==> config.mk <==
export PLATFORM = sky130hd
export DESIGN_NAME = mcs_bank
export DESIGN_NICKNAME = d
export VERILOG_FILES = /design/src/hw/mcs_pkg.sv /design/src/hw/mcs_ctl_if.sv /design/src/hw/mcs_bank.sv /design/src/hw/mcs_status_flags.sv /design/src/hw/mcs_fan_ctrl.sv
export SDC_FILE = /design/constraint.sdc
export NUM_CORES = 1
export LEC_CHECK = 0
export BUFFER_PORTS_ARGS = -buffer_cell sky130_fd_sc_hd__buf_2
export CAP_MARGIN = 20
export CORE_MARGIN = 2
export CORE_UTILIZATION = 43
export DETAILED_ROUTE_END_ITERATION = 10
export GPL_TIMING_DRIVEN = 0
export PLACE_DENSITY = 0.86
export SLEW_MARGIN = 10
export SYNTH_ARGS = -nofsm -noshare
export SYNTH_HDL_FRONTEND = slang
export SYNTH_SLANG_ARGS = --single-unit
==> constraint.sdc <==
create_clock -name ref_clk -period 4.8 [get_ports ref_clk]
set_input_delay 0.72 -clock ref_clk [delete_from_list [all_inputs] [get_ports ref_clk]]
set_output_delay 0.72 -clock ref_clk [all_outputs]
set_load 0.02 [all_outputs]
==> src/hw/mcs_pkg.sv <==
// Constants for the monitor configuration and first status register bank
// Operation
// - Run set: monitoring on, fans follow duty from programmed limits.
// - Run clear: monitoring stops, limits fall back to power-up defaults.
// - Clearing run never alters any programmed limit register.
// - Run clear drives every fan output at full duty.
// - Freeze is set once; lockable registers stay read-only until power cycles.
// - After freeze, writes to lockable fields are ignored, control included.
// - Run field stays writable after the freeze.
// - Power-up done bit reads 1 once the device can monitor.
// - Full override set: every fan at full duty over all other settings.
// - Full override cleared: fans return to their computed duty.
// - Full override stays writable after the freeze.
// - Thermal poll enable turns on processor polling; locks with the freeze.
// - Alert override: alert or control limit forces full duty; locks with freeze.
// - Control register loads 0x04 at power-on.
// - Status register loads 0x00 at power-on and is read-only.
// - A status read clears a flag only if its condition is gone.
// - Bits 0 to 3 latch voltage high or low limit violations.
// - With the pin as thermal input, bit 0 latches the timer limit event.
// - Bits 4 and 6 latch remote 1 and remote 2 temperature violations.
// - Bit 5 latches local temperature violations.
// - Bit 7 is the OR of all second status register bits.
package mcs_pkg;
  // ----------------------------------------------------------------
  // Register map: printed offsets are indices, byte address is 4x
  // ----------------------------------------------------------------
  localparam logic [7:0]  CTRL_IDX   = 8'h40;
  localparam logic [7:0]  STAT1_IDX  = 8'h41;
  localparam logic [9:0]  CTRL_ADDR  = {CTRL_IDX, 2'h0};
  localparam logic [9:0]  STAT1_ADDR = {STAT1_IDX, 2'h0};
  // ----------------------------------------------------------------
  // Control fields and reset values
  // ----------------------------------------------------------------
  localparam int          RUN_BIT    = 0;
  localparam int          LOCK_BIT   = 1;
  localparam int          RDY_BIT    = 2;
  localparam int          BOOST_BIT  = 3;
  localparam int          POLL_BIT   = 4;
  localparam int          ALERT_BIT  = 5;
  localparam logic [7:0]  CTRL_RESET = 8'h04;
  localparam logic [7:0]  STAT_RESET = 8'h00;
  // ----------------------------------------------------------------
  // Status fields
  // ----------------------------------------------------------------
  localparam int          STAT_COND_W  = 7;
  localparam int          SUMMARY_BIT  = 7;
  // ----------------------------------------------------------------
  // Bus encodings
  // ----------------------------------------------------------------
  localparam logic [1:0]  HTRANS_NONSEQ = 2'h2;
  localparam logic [2:0]  HSIZE_WORD    = 3'h2;
endpackage

==> src/hw/mcs_ctl_if.sv <==
// Fan override controls passed from the register core to the fan stage
`timescale 1ns/1ps
interface mcs_ctl_if;
  logic run;
  logic boost;
  logic alert_full;
  modport core (output run, output boost, output alert_full);
  modport fan  (input run, input boost, input alert_full);
endinterface

==> src/hw/mcs_bank.sv <==
// Monitor control and first status register bank with an AHB-Lite slave
//
// Design decision made here: the AHB-Lite register port.
`timescale 1ns/1ps
module mcs_bank #(
  parameter int FAN_COUNT = 3,
  parameter int DUTY_W    = 8
) (
  input  wire logic                          ref_clk,
  input  wire logic                          reset,
  // AHB-Lite slave
  input  wire logic                          hsel,
  input  wire logic [31:0]                   haddr,
  input  wire logic [1:0]                    htrans,
  input  wire logic                          hwrite,
  input  wire logic [2:0]                    hsize,
  input  wire logic [31:0]                   hwdata,
  input  wire logic                          hready,
  output logic                               hreadyout,
  output logic [31:0]                        hrdata,
  output logic                               hresp,
  // Limit conditions from the sensing logic, high while out of range
  input  wire logic                          v2p5_cond,
  input  wire logic                          alert_timer_cond,
  input  wire logic                          pin_is_alert,
  input  wire logic                          core_volt_cond,
  input  wire logic                          supply_volt_cond,
  input  wire logic                          v5_cond,
  input  wire logic                          remote1_cond,
  input  wire logic                          local_cond,
  input  wire logic                          remote2_cond,
  input  wire logic [7:0]                    status2_bits,
  // Thermal override sources
  input  wire logic                          thermal_alert_in,
  input  wire logic                          cpu_ctrl_limit,
  // Duty computed by the fan control loop for each channel
  input  wire logic [FAN_COUNT-1:0][DUTY_W-1:0] calc_duty,
  // Outputs to the rest of the monitor
  output logic [FAN_COUNT-1:0][DUTY_W-1:0]   fan_duty,
  output logic                               monitor_run,
  output logic                               use_prog_limits,
  output logic                               limits_frozen,
  output logic                               cpu_thermal_poll_en
);
  // ----------------------------------------------------------------
  // Elaboration checks
  // ----------------------------------------------------------------
  if (FAN_COUNT < 1 || FAN_COUNT > 8)
  begin : g_chk_fan
    $error("mcs_bank: FAN_COUNT must be 1 to 8");
  end
  if (DUTY_W < 2 || DUTY_W > 16)
  begin : g_chk_duty
    $error("mcs_bank: DUTY_W must be 2 to 16");
  end
  // Status flags plus the summary must fill exactly one byte
  if (mcs_pkg::STAT_COND_W != mcs_pkg::SUMMARY_BIT)
  begin : g_chk_stat
    $error("mcs_bank: status flags must fill the bits below the summary");
  end

  // ----------------------------------------------------------------
  // Bus transfer state
  // ----------------------------------------------------------------
  typedef enum logic [1:0] {
    MCS_IDLE = 2'b01,
    MCS_DATA = 2'b10
  } mcs_bus_state_t;

  mcs_bus_state_t state_q;
  mcs_bus_state_t state_d;
  logic [9:0]     addr_q;
  logic           write_q;
  logic           take;
  logic           do_wr;
  logic           do_rd;
  logic           hit_ctrl;
  logic           hit_stat;
  logic [7:0]     rdata;

  // ----------------------------------------------------------------
  // Register state
  // ----------------------------------------------------------------
  logic           run_q;
  logic           lock_q;
  logic           rdy_q;
  logic           boost_q;
  logic           poll_q;
  logic           alert_q;
  logic           summary_q;
  logic [7:0]     ctrl_view;
  logic [7:0]     stat_view;
  logic [6:0]     stat_cond;
  logic [6:0]     stat_flags;
  logic           stat_rd_clr;
  logic           bit0_cond;

  mcs_ctl_if ctl_bus ();

  // Word address compare used for both registers
  function automatic logic addr_is(input logic [9:0] a, input logic [9:0] reg_addr);
    addr_is = (a[9:2] == reg_addr[9:2]);
  endfunction

  // ----------------------------------------------------------------
  // AHB-Lite address phase
  // ----------------------------------------------------------------
  // Only NONSEQ is taken; every access gets one wait state so that
  // read data can come straight from a flip-flop.
  // Only haddr[9:2] is decoded, so each register is one aligned word.
  assign take = hsel && hready && (htrans == mcs_pkg::HTRANS_NONSEQ)
                && (state_q == MCS_IDLE);

  // Next transfer state
  always_comb
  begin
    state_d = state_q;
    case (state_q)
      MCS_IDLE:
      begin
        if (take)
          state_d = MCS_DATA;
      end
      MCS_DATA:
      begin
        state_d = MCS_IDLE;
      end
      default:
      begin
        state_d = MCS_IDLE;
      end
    endcase
  end

  // Transfer state register
  always_ff @(posedge ref_clk)
  begin
    if (reset)
      state_q <= MCS_IDLE;
    else
      state_q <= state_d;
  end

  // Address phase capture; hsize is word only and is not decoded
  always_ff @(posedge ref_clk)
  begin
    if (reset)
    begin
      addr_q  <= '0;
      write_q <= 1'b0;
    end
    else if (take)
    begin
      addr_q  <= haddr[9:0];
      write_q <= hwrite;
    end
  end

  // ----------------------------------------------------------------
  // AHB-Lite data phase
  // ----------------------------------------------------------------
  assign do_wr    = (state_q == MCS_DATA) && write_q;
  assign do_rd    = (state_q == MCS_DATA) && !write_q;
  assign hit_ctrl = addr_is(addr_q, mcs_pkg::CTRL_ADDR);
  assign hit_stat = addr_is(addr_q, mcs_pkg::STAT1_ADDR);

  // Wait state: low in the cycle after the address is taken
  always_ff @(posedge ref_clk)
  begin
    if (reset)
      hreadyout <= 1'b1;
    else
      hreadyout <= (state_d == MCS_IDLE);
  end

  // Always OKAY, unmapped words included
  // Kept in a flop so that every bus output leaves from a register
  always_ff @(posedge ref_clk)
  begin
    if (reset)
      hresp <= 1'b0;
    else
      hresp <= 1'b0;
  end

  // Read mux; unmapped addresses read zero
  always_comb
  begin
    rdata = 8'h00;
    if (hit_ctrl)
      rdata = ctrl_view;
    else if (hit_stat)
      rdata = stat_view;
  end

  // Read data registered at the edge that ends the wait state
  // Zeroed when a read is taken, so data from an older read is never
  // mistaken for this one while the wait state runs
  always_ff @(posedge ref_clk)
  begin
    if (reset)
      hrdata <= '0;
    else if (take && !hwrite)
      hrdata <= '0;
    else if (do_rd)
      hrdata <= {24'h000000, rdata};
  end

  // ----------------------------------------------------------------
  // Control register
  // ----------------------------------------------------------------
  // Reserved bits 7:6 are constant zero and never stored
  assign ctrl_view = {2'b00, alert_q, poll_q, boost_q, rdy_q, lock_q, run_q};

  // Run and full override stay writable under the freeze
  always_ff @(posedge ref_clk)
  begin
    if (reset)
    begin
      run_q   <= mcs_pkg::CTRL_RESET[mcs_pkg::RUN_BIT];
      boost_q <= mcs_pkg::CTRL_RESET[mcs_pkg::BOOST_BIT];
    end
    else if (do_wr && hit_ctrl)
    begin
      run_q   <= hwdata[mcs_pkg::RUN_BIT];
      boost_q <= hwdata[mcs_pkg::BOOST_BIT];
    end
  end

  // Freeze is write-once: only reset, i.e. a power cycle, clears it
  // A zero written to the freeze bit is ignored: software can never
  // unlock the limits, which is the point of the freeze
  always_ff @(posedge ref_clk)
  begin
    if (reset)
      lock_q <= mcs_pkg::CTRL_RESET[mcs_pkg::LOCK_BIT];
    else if (do_wr && hit_ctrl && !lock_q && hwdata[mcs_pkg::LOCK_BIT])
      lock_q <= 1'b1;
  end

  // Lockable fields refuse writes once frozen
  always_ff @(posedge ref_clk)
  begin
    if (reset)
    begin
      poll_q  <= mcs_pkg::CTRL_RESET[mcs_pkg::POLL_BIT];
      alert_q <= mcs_pkg::CTRL_RESET[mcs_pkg::ALERT_BIT];
    end
    else if (do_wr && hit_ctrl && !lock_q)
    begin
      poll_q  <= hwdata[mcs_pkg::POLL_BIT];
      alert_q <= hwdata[mcs_pkg::ALERT_BIT];
    end
  end

  // Ready: the bank is usable from the first edge after reset
  // There is no slow power-up sequence in this bank, so ready stays
  // one; sensing blocks with a start-up delay would gate it here
  always_ff @(posedge ref_clk)
  begin
    if (reset)
      rdy_q <= mcs_pkg::CTRL_RESET[mcs_pkg::RDY_BIT];
    else
      rdy_q <= 1'b1;
  end

  // ----------------------------------------------------------------
  // Outputs to the monitor
  // ----------------------------------------------------------------
  // Limit registers live elsewhere; this bank only tells them which set
  // to use and whether they are frozen, so clearing run keeps them.
  always_ff @(posedge ref_clk)
  begin
    if (reset)
    begin
      monitor_run         <= mcs_pkg::CTRL_RESET[mcs_pkg::RUN_BIT];
      use_prog_limits     <= mcs_pkg::CTRL_RESET[mcs_pkg::RUN_BIT];
      limits_frozen       <= mcs_pkg::CTRL_RESET[mcs_pkg::LOCK_BIT];
      cpu_thermal_poll_en <= mcs_pkg::CTRL_RESET[mcs_pkg::POLL_BIT];
    end
    else
    begin
      monitor_run         <= run_q;
      use_prog_limits     <= run_q;
      limits_frozen       <= lock_q;
      cpu_thermal_poll_en <= poll_q;
    end
  end

  // ----------------------------------------------------------------
  // Status register
  // ----------------------------------------------------------------
  // Shared pin picks which event feeds bit 0
  assign bit0_cond = pin_is_alert ? alert_timer_cond : v2p5_cond;

  // Highest bit first, matching the status register layout
  assign stat_cond = {remote2_cond, local_cond, remote1_cond,
                      v5_cond, supply_volt_cond, core_volt_cond,
                      bit0_cond};

  // Clear happens at the same edge that captures read data
  assign stat_rd_clr = do_rd && hit_stat;

  // Read and clear share one edge; an event landing on that edge is
  // kept because the live condition is loaded rather than zero
  mcs_status_flags #(
    .WIDTH (mcs_pkg::STAT_COND_W)
  ) u_flags (
    .ref_clk (ref_clk),
    .reset   (reset),
    .cond    (stat_cond),
    .rd_clr  (stat_rd_clr),
    .flags_q (stat_flags)
  );

  // Summary tracks the second register live; it is not sticky here
  always_ff @(posedge ref_clk)
  begin
    if (reset)
      summary_q <= mcs_pkg::STAT_RESET[mcs_pkg::SUMMARY_BIT];
    else
      summary_q <= |status2_bits;
  end

  // No write path exists to the status register
  assign stat_view = {summary_q, stat_flags};

  // ----------------------------------------------------------------
  // Fan override stage
  // ----------------------------------------------------------------
  // Full duty is the safe side: a stopped monitor, the override or an
  // enabled alert each pin every channel high, whatever the loop says
  assign ctl_bus.run        = run_q;
  assign ctl_bus.boost      = boost_q;
  // Alert override only acts when enabled, whatever the channel mode
  assign ctl_bus.alert_full = alert_q && (thermal_alert_in || cpu_ctrl_limit);

  mcs_fan_ctrl #(
    .FAN_COUNT (FAN_COUNT),
    .DUTY_W    (DUTY_W)
  ) u_fan (
    .ref_clk   (ref_clk),
    .reset     (reset),
    .ctl       (ctl_bus.fan),
    .calc_duty (calc_duty),
    .duty_q    (fan_duty)
  );
endmodule

==> src/hw/mcs_status_flags.sv <==
// Sticky limit flags with clear-on-read only once the condition is gone
`timescale 1ns/1ps
module mcs_status_flags #(
  parameter int WIDTH = 7
) (
  input  wire logic             ref_clk,
  input  wire logic             reset,
  input  wire logic [WIDTH-1:0] cond,
  input  wire logic             rd_clr,
  output logic      [WIDTH-1:0] flags_q
);
  if (WIDTH < 1 || WIDTH > 8)
  begin : g_chk
    $error("mcs_status_flags: WIDTH must be 1 to 8");
  end

  // A live condition always wins over the read clear, so no event is lost
  always_ff @(posedge ref_clk)
  begin
    if (reset)
      flags_q <= '0;
    else if (rd_clr)
      flags_q <= cond;
    else
      flags_q <= flags_q | cond;
  end
endmodule

==> src/hw/mcs_fan_ctrl.sv <==
// Per-channel fan duty selection with full-duty overrides
`timescale 1ns/1ps
module mcs_fan_ctrl #(
  parameter int FAN_COUNT = 3,
  parameter int DUTY_W    = 8
) (
  input  wire logic                          ref_clk,
  input  wire logic                          reset,
  mcs_ctl_if.fan                             ctl,
  input  wire logic [FAN_COUNT-1:0][DUTY_W-1:0] calc_duty,
  output logic      [FAN_COUNT-1:0][DUTY_W-1:0] duty_q
);
  if (FAN_COUNT < 1 || DUTY_W < 2)
  begin : g_chk
    $error("mcs_fan_ctrl: FAN_COUNT >= 1 and DUTY_W >= 2 required");
  end

  logic force_full;

  // Any override pins all channels; fans start at full for safety
  assign force_full = !ctl.run || ctl.boost || ctl.alert_full;

  for (genvar i = 0; i < FAN_COUNT; i++)
  begin : g_ch
    always_ff @(posedge ref_clk)
    begin
      if (reset)
        duty_q[i] <= '1;
      else if (force_full)
        duty_q[i] <= '1;
      else
        duty_q[i] <= calc_duty[i];
    end
  end
endmodule

# --- Word-level counts from Yosys, hierarchy flattened ---
# Index checks and enable logic that the tools add are counted.
# Widths: inputs -> output; s select.
word_totals:
  output_inout_bits: 62
  ff_bits: 62
  inputBits: 117
  wordCells: 52
classes:
  n_eq_ne: 6
  bitwise_logic: 1
  reduce_logical: 21
  muxes: 6
ops:
  columns: ["op", "n"]
  rows:
  - ["$eq 8x7->1 const B", 2]
  - ["$mux 8", 2]
  - ["$logic_and 1x1->1", 11]
  - ["$reduce_or 8->1", 1]
  - ["$mux 7", 1]
  - ["$or 7x7->7", 1]
  - ["$eq 2x1->1 const B", 2]
  - ["$eq 2x2->1 const B", 2]
  - ["$logic_not 1->1", 4]
  - ["$mux 2", 2]
  - ["$reduce_or 2->1", 2]
  - ["$logic_or 1x1->1", 3]
  - ["$mux 1", 1]

# --- Depth between registers and ports, before layout ---
# Gate-level depths: netlist of run 1.
depth:
  depth_word: 6
  depth_mapped: 5
  mapped_depth_nobuf: 3

# --- Cells and area by module ---
# Synthesis of run 1 repeated with hierarchy kept, for this count alone.
hier_totals:
  cells_unflattened: 237
  area_unflattened_um2: 2334.7
modules_own_cells:
  columns: ["mod", "area_each_um2", "cells_each", "instances", "seq_area_each_um2"]
  rows:
  - ["mcs_bank", 1420.1, 158, 1, 580.6]
  - ["mcs_fan_ctrl", 669.4, 51, 1, 480.5]
  - ["mcs_status_flags", 245.2, 28, 1, 140.1]

# --- Worst setup path after synthesis of run 1 ---
# OpenSTA, ideal clock, no wires.
synth_path:
  path_type: "flip-flop to flip-flop"
  start: "reg addr_q[9]"
  end: "reg poll_q"
  path_buffers: 1
  required_ns: 4.677
  setup_slack_ns: 3.086
  path_stages_with_launch: 5
  t_arrival_ns: 1.590
  period_less_slack_ns: 1.714
  setup_ns: 0.123
  path_cell_list: "dfxtp_1 > or4b_4 > buf_6 > nor4_4 > mux2_1"
synth_between:
  elab_chain_cells: 3
synth_lines:
  columns: ["item", "line_no", "rtl"]
  rows:
  - ["start: declaration", "mcs_bank.sv:72", "logic [9:0] addr_q;"]
  - ["start signal: assignment", "mcs_bank.sv:154", "addr_q <= haddr[9:0];"]
  - ["$eq 8x7->1", "mcs_bank.sv:102", "addr_is = (a[9:2] == reg_addr[9:2]);"]
  - ["$logic_and 1x1->1 (2 in series)", "mcs_bank.sv:249", "else if (do_wr && hit_ctrl && !lock_q)"]
  - ["end signal: assignment", "mcs_bank.sv:246", "poll_q <= mcs_pkg::CTRL_RESET[mcs_pkg::POLL_BIT];"]
  - ["end signal: assignment", "mcs_bank.sv:251", "poll_q <= hwdata[mcs_pkg::POLL_BIT];"]
  - ["end: declaration", "mcs_bank.sv:88", "logic poll_q;"]
# Every way passes these cells.
# A chain may end at the register's enable or synchronous reset.

# --- Worst setup path after layout of run 1 ---
# Ends and elaborated chain as after synthesis.

==> reports/metrics.yaml, run 1 <==
setup_path:
  worstPathRequired_ps: 5020
  max_stage_delay_ps: 540
  cp-start-kind: "flop"
  cp-startpoint: "addr_q[9]"
  path_cells: "or4b_4 -> buf_6 -> nor4_4 -> mux2_1"
  crit_arrival_ps: 2030
  critPathTopFamily: "simple AND/OR/NAND/NOR gates"
  reg2reg_setup_slack_ps: 2990
  criticalPathCategory: "reg2reg"
  r2r_start: "addr_q[9]"
  cp_max_fo: 10
  cp_num_buf_inv: 1
  cp-end-kind: "flop"
  worst_path_max_delay_cell: "or4b_4"
die:
  placementRows: 26
  ios: 179
  initial_core_util: 0.453
  die_x_um: 77.8
  fp.dieArea_um2: 6060
  die_y_um: 77.8
  core_um2: 5170
cts:
  cts.htree.levels: 3
  root_buffer: "clkbuf_8"
  cts_hold_buf: 0
  clockBufferDepth: 2
  cts_made_buffers: 9
  clk_latency_ps: 330
  tritoncts: "built"
  cts.repair.resized: 0
  post_cts_buffers: 0
  cts.sinks: 60
  clk_pin_slew_ps: 70
power_and_ir_drop:
  intPower_mw: 0.812
  pwr-share-comb: 0.084
  power_switching_mw: 0.242
  power.leakage_nw: 1.41
  ir_drop_v: 0.000190
  pwr_density_cell_nw_per_um2: 327
  power.share.clock: 0.433
  sw_frac_of_total: 0.229
  p_seq_frac: 0.483
min_path:
  min_path_type: "reg2reg"
  min_from: "hrdata[6]"
routing:
  first_iter_violations: 100
  detail_route.wl_per_cell_um: 12.0
  viasPerCell: 4.65
  wl_um: 5410
  drc: 0
  num_vias: 2104
  first_pass_iters: 4
  ant_nets: 0
timing:
  setup_viol: 0
  worst_slew_pin_slew_ps: 791
  skew_ps: 5.95
  rsz0062_at_grt: "false"
  max-slew-margin-rel: 0.468
  post-route-period-util: 0.377
  slew_violations: 0
  finalSetupTns_ps: 0
  fmax_mhz: 553
  period_needed_ps: 1810
  finalHoldViolCount: 0
placement:
  dp_hpwl_um: 4130
  routabilityCongestion: 0.814
  io_buffers: 99
logic_synthesis:
  ys_seq_area_frac: 0.513
  syn_area_um2: 2340
  synth_area_per_cell_um2: 9.64
  synth.distinct_cells: 38
  yosysWarningCount: 0
  postSynthCellCount: 243
  synth_seq_cells: 60
global_routing:
  grt_max_degree: 11
  grt-ovfl-total: 0
  grt_pass1_wl_um: 8590
  antenna_found_initial: 0
  grt_pass1_vias: 1961
  grt_usage: 0.181
final_layout:
  fin_util: 0.622
  syn2layout_area_growth_pct: 37.4
  n_antenna_cell: 0
  drive_gt1_frac: 0.453
  final_common_cell: "buf_2"
  layout.nets: 494
  layout_common_cells: "buf_2 (101), dfxtp_1 (60), buf_4 (26), conb_1 (25), or2_2 (24)"
run:
  maxCapViolCount: 0
run_status:
  status: "finished, final reports clean"
## registers in the layout (all words and copies together), names as in the netlist
| name | cells |
|---|---|
| u_fan.duty_q | 24 |
| addr_q | 8 |
| hrdata | 8 |
| u_flags.flags_q | 7 |
| state_q | 2 |
| alert_q | 1 |
| boost_q | 1 |
| cpu_thermal_poll_en | 1 |
| ctl_bus.run | 1 |
| hreadyout | 1 |
| limits_frozen | 1 |
| lock_q | 1 |
| poll_q | 1 |
| summary_q | 1 |
| use_prog_limits | 1 |
| write_q | 1 |
## kinds of logic (layout without fill, tap and decap cells)
family / after synthesis / in the layout / synth area share
compound gates: 47 / 47 / 0.118
buf+inv: 48 / 163 / 0.123
flops: 60 / 60 / 0.513
mux: 3 / 3 / 0.0133
other cells: 1 / 25 / 0.00160
simple gates: 84 / 84 / 0.232
## per-stage QoR
step           hold slack, ps  setup WS, ps  instance area, um2  power, mW  instances
2_1_floorplan             436          3090                2430      0.575        267
3_3_place_gp              438          2790                3020      0.606        436
3_5_place_dp              444          2720                3020      0.607        436
4_1_cts                   453          3000                3220       1.06        452
5_1_grt                   459          2890                3220       1.10        452
6_report                  453          2990                3220       1.05        452
## area by class of cell
type / count / area (um2)
well taps: 70 / 87.6
plain buffers: 39 / 254
repair buffers: 99 / 495
clock buffers: 12 / 155
clock inverters: 4 / 47.5
multi-input cells: 159 / 945
inverters: 9 / 33.8
fillers: 447 / 1950
flip-flops and latches: 60 / 1200
## synth_stat cells, drive strengths merged
cell	instances	area share
dfxtp	60	0.51
buf	30	0.094
or2	24	0.064
a21oi	21	0.045
nand4	15	0.040
nand2	10	0.016
o31ai	10	0.034
clkbuf	9	0.014
inv	9	0.014
nand3	9	0.019
o21ai	9	0.019
a31oi	6	0.016
nor2b	5	0.013
nor4	4	0.020
mux2i	2	0.0085
nand3b	2	0.0064
nor2	2	0.0032
nor3	2	0.0043
or4b	2	0.010
a41oi	1	0.0037
and3b	1	0.0037
and4b	1	0.0043
conb	1	0.0016
mux2	1	0.0048
nand2b	1	0.0027
nand4b	1	0.0037
nor3b	1	0.0032
nor4b	1	0.0064
nor4bb	1	0.0043
or3b	1	0.0037
or4	1	0.0032
## final timing paths
| kind | to | depth (start not counted) |
|---|---|---|
| worst max-delay path | poll_q | 4 |
| worst min-delay path | hrdata[6] | 2 |
| worst max register to register | poll_q | 4 |
| worst min register to register | hrdata[6] | 2 |
## routing by layer
| layer | part of all wire | GRT usage | vias to the layer above |
|---|---|---|---|
| met5 | 0 | 0 | - |
| met4 | 0.0074 | 0.0929 | 0 |
| met3 | 0.080 | 0.0500 | 4 |
| met2 | 0.49 | 0.295 | 92 |
| met1 | 0.42 | 0.216 | 941 |
| li1 | - | - | 1067 |
## power groups by stage
stage | Combinational, mW | Sequential (mW) | Clock, mW
final | 0.0881 | 0.510 | 0.456
after detailed placement | 0.0868 | 0.520 | 0
after CTS | 0.0872 | 0.509 | 0.466
after floorplan | 0.0559 | 0.519 | 0
after global routing | 0.0975 | 0.510 | 0.491
after global placement | 0.0858 | 0.520 | 0
## worst reg2reg max path: cells and delay by family (launching register included)
| family | cells | cell delay (ps) |
|---|---|---|
| buffers and inverters | 1 | 160 |
| flip-flops | 1 | 330 |
| multiplexers | 1 | 350 |
| AND/OR/NAND/NOR | 2 | 870 |
Note: power is estimated with default switching activity, not from simulation.
==> run 2, diff against run 1 <==
CORE_UTILIZATION = 36   (was 43)
PLACE_DENSITY = 0.76   (was 0.86)
clock period = 1.6 ns   (was 4.8 ns; I/O delays follow)
==> reports/metrics.yaml, run 2 (synthesis gave the netlist of run 1 again) <==
final_layout:
  n_antenna_cell: 0
  fin_util: 0.531
  largest_register: "u_fan.duty_q"
  syn2layout_area_growth_pct: 43.0
  reg_top3: "u_fan.duty_q: 24 flops, addr_q: 8 flops, hrdata: 8 flops"
  layout.nets: 498
  final_common_cell: "buf_2"
  final_cell_count_no_fill: 463
  largest_reg_flops: 24
  layout_common_cells: "buf_2 (100), dfxtp_1 (57), buf_4 (34), conb_1 (25), or2_2 (24)"
  drive_gt1_frac: 0.487
setup_path:
  path_cells: "or4b_4 -> nor4_4 -> mux2_4"
  worstPathRequired_ps: 1820
  worst_path_max_delay_cell: "or4b_4"
  cp_max_fo: 3
  max_stage_delay_ps: 550
  cp-startpoint: "addr_q[6]"
  criticalPathCategory: "reg2reg"
  rr_endpoint: "poll_q"
  critPathTopFamily: "simple AND/OR/NAND/NOR gates"
  cp-start-kind: "flop"
  cp.depth: 3
  cp-endpoint: "poll_q"
  cp-end-kind: "flop"
  reg2reg_setup_slack_ps: -20
  rr_worst_depth: 3
  r2r_start: "addr_q[6]"
  cp_num_buf_inv: 0
  crit_arrival_ps: 1840
die:
  die_y_um: 84.7
  placementRows: 29
  fp.dieArea_um2: 7170
  core_um2: 6310
  die_x_um: 84.7
  ios: 179
  initial_core_util: 0.371
routing:
  wl_um: 5490
  detail_route.wl_per_cell_um: 11.9
  num_vias: 2130
  first_iter_violations: 81
  viasPerCell: 4.60
  drc: 0
  first_pass_iters: 6
  ant_nets: 0
timing:
  post-route-period-util: 1.01
  skew_ps: 5.26
  hold_slack_ps: 90.6
  worst_slew_pin_slew_ps: 736
  max-slew-margin-rel: 0.508
  fmax_mhz: 616
  timing.final.ws_setup_ps: -22.6
  finalSetupTns_ps: -22.6
  slew_violations: 0
  period_needed_ps: 1620
  rsz0062_at_grt: "true"
  finalHoldViolCount: 0
  setup_viol: 1
min_path:
  min_from: "calc_duty[3]"
  min_path_type: "in2reg"
run:
  maxCapViolCount: 0
global_routing:
  grt-ovfl-total: 0
  grt_usage: 0.151
  grt_pass1_wl_um: 8630
  antenna_found_initial: 0
  grt_pass1_vias: 1908
  grt_max_degree: 11
cts:
  cts_made_buffers: 9
  cts.sinks: 60
  tritoncts: "built"
  root_buffer: "clkbuf_8"
  cts.htree.levels: 3
  clk_pin_slew_ps: 60
  clk_latency_ps: 330
  clockBufferDepth: 2
  cts_hold_buf: 0
placement:
  io_buffers: 99
  place_ws_ps: -138
  routabilityCongestion: 0.784
  placed_cells: 443
  dp_hpwl_um: 4110
power_and_ir_drop:
  pwr_density_cell_nw_per_um2: 1010
  power.leakage_nw: 1.47
  ir_drop_v: 0.000692
run_status:
  status: "finished, violations left"
  violations: "negative setup slack"
run 2: worst min path at each step:
| stage | to | depth (start not counted) |
|---|---|---|
| floorplan | cpu_thermal_poll_en | 1 |
| CTS | u_fan.duty_q[21] | 2 |
| detailed placement | u_fan.duty_q[3] | 2 |
| finish | u_fan.duty_q[3] | 2 |
| global placement | u_fan.duty_q[13] | 2 |
| global route | u_fan.duty_q[20] | 2 |
run 2: power breakdown:
group | switching [mW] | internal (mW) | total, mW | leakage [nW]
logic | 0.145 | 0.135 | 0.280 | 0.858
clock network | 0.565 | 0.999 | 1.56 | 0.122
registers | 0.0161 | 1.51 | 1.53 | 0.489
run 2: what timing repair did:
action | in CTS | in global routing
setup endpoints to repair | 15 | 20
gates resized for setup | 7 | 5
endpoints found under the hold margin | 0 | 0
setup buffers | 3 | 4
pin swaps | 2 | 3
run 2: area by class of cell:
type | instances | area [um2]
multi-input combinational | 159 | 995
fill | 605 | 2960
timing repair buffer | 106 | 548
buffer | 36 | 238
clock buffer | 12 | 165
clock inverter | 4 | 70.1
sequential | 60 | 1200
tap | 77 | 96.3
inverter | 9 | 33.8
run 2: layer usage:
| metal | track usage | vias up | wire, um |
|---|---|---|---|
| met5 | 0 | - | 0 |
| met2 | 0.244 | 81 | 2630 |
| met3 | 0.0580 | 4 | 498 |
| li1 | - | 1082 | - |
| met1 | 0.178 | 963 | 2310 |
| met4 | 0.0649 | 0 | 51 |
run 2: through the flow:
stage	area (um2)	total power, mW
CTS	3300	3.39
detailed placement	3030	1.82
finish	3350	3.37
global placement	3030	1.82
floorplan	2440	1.73
global route	3350	3.49
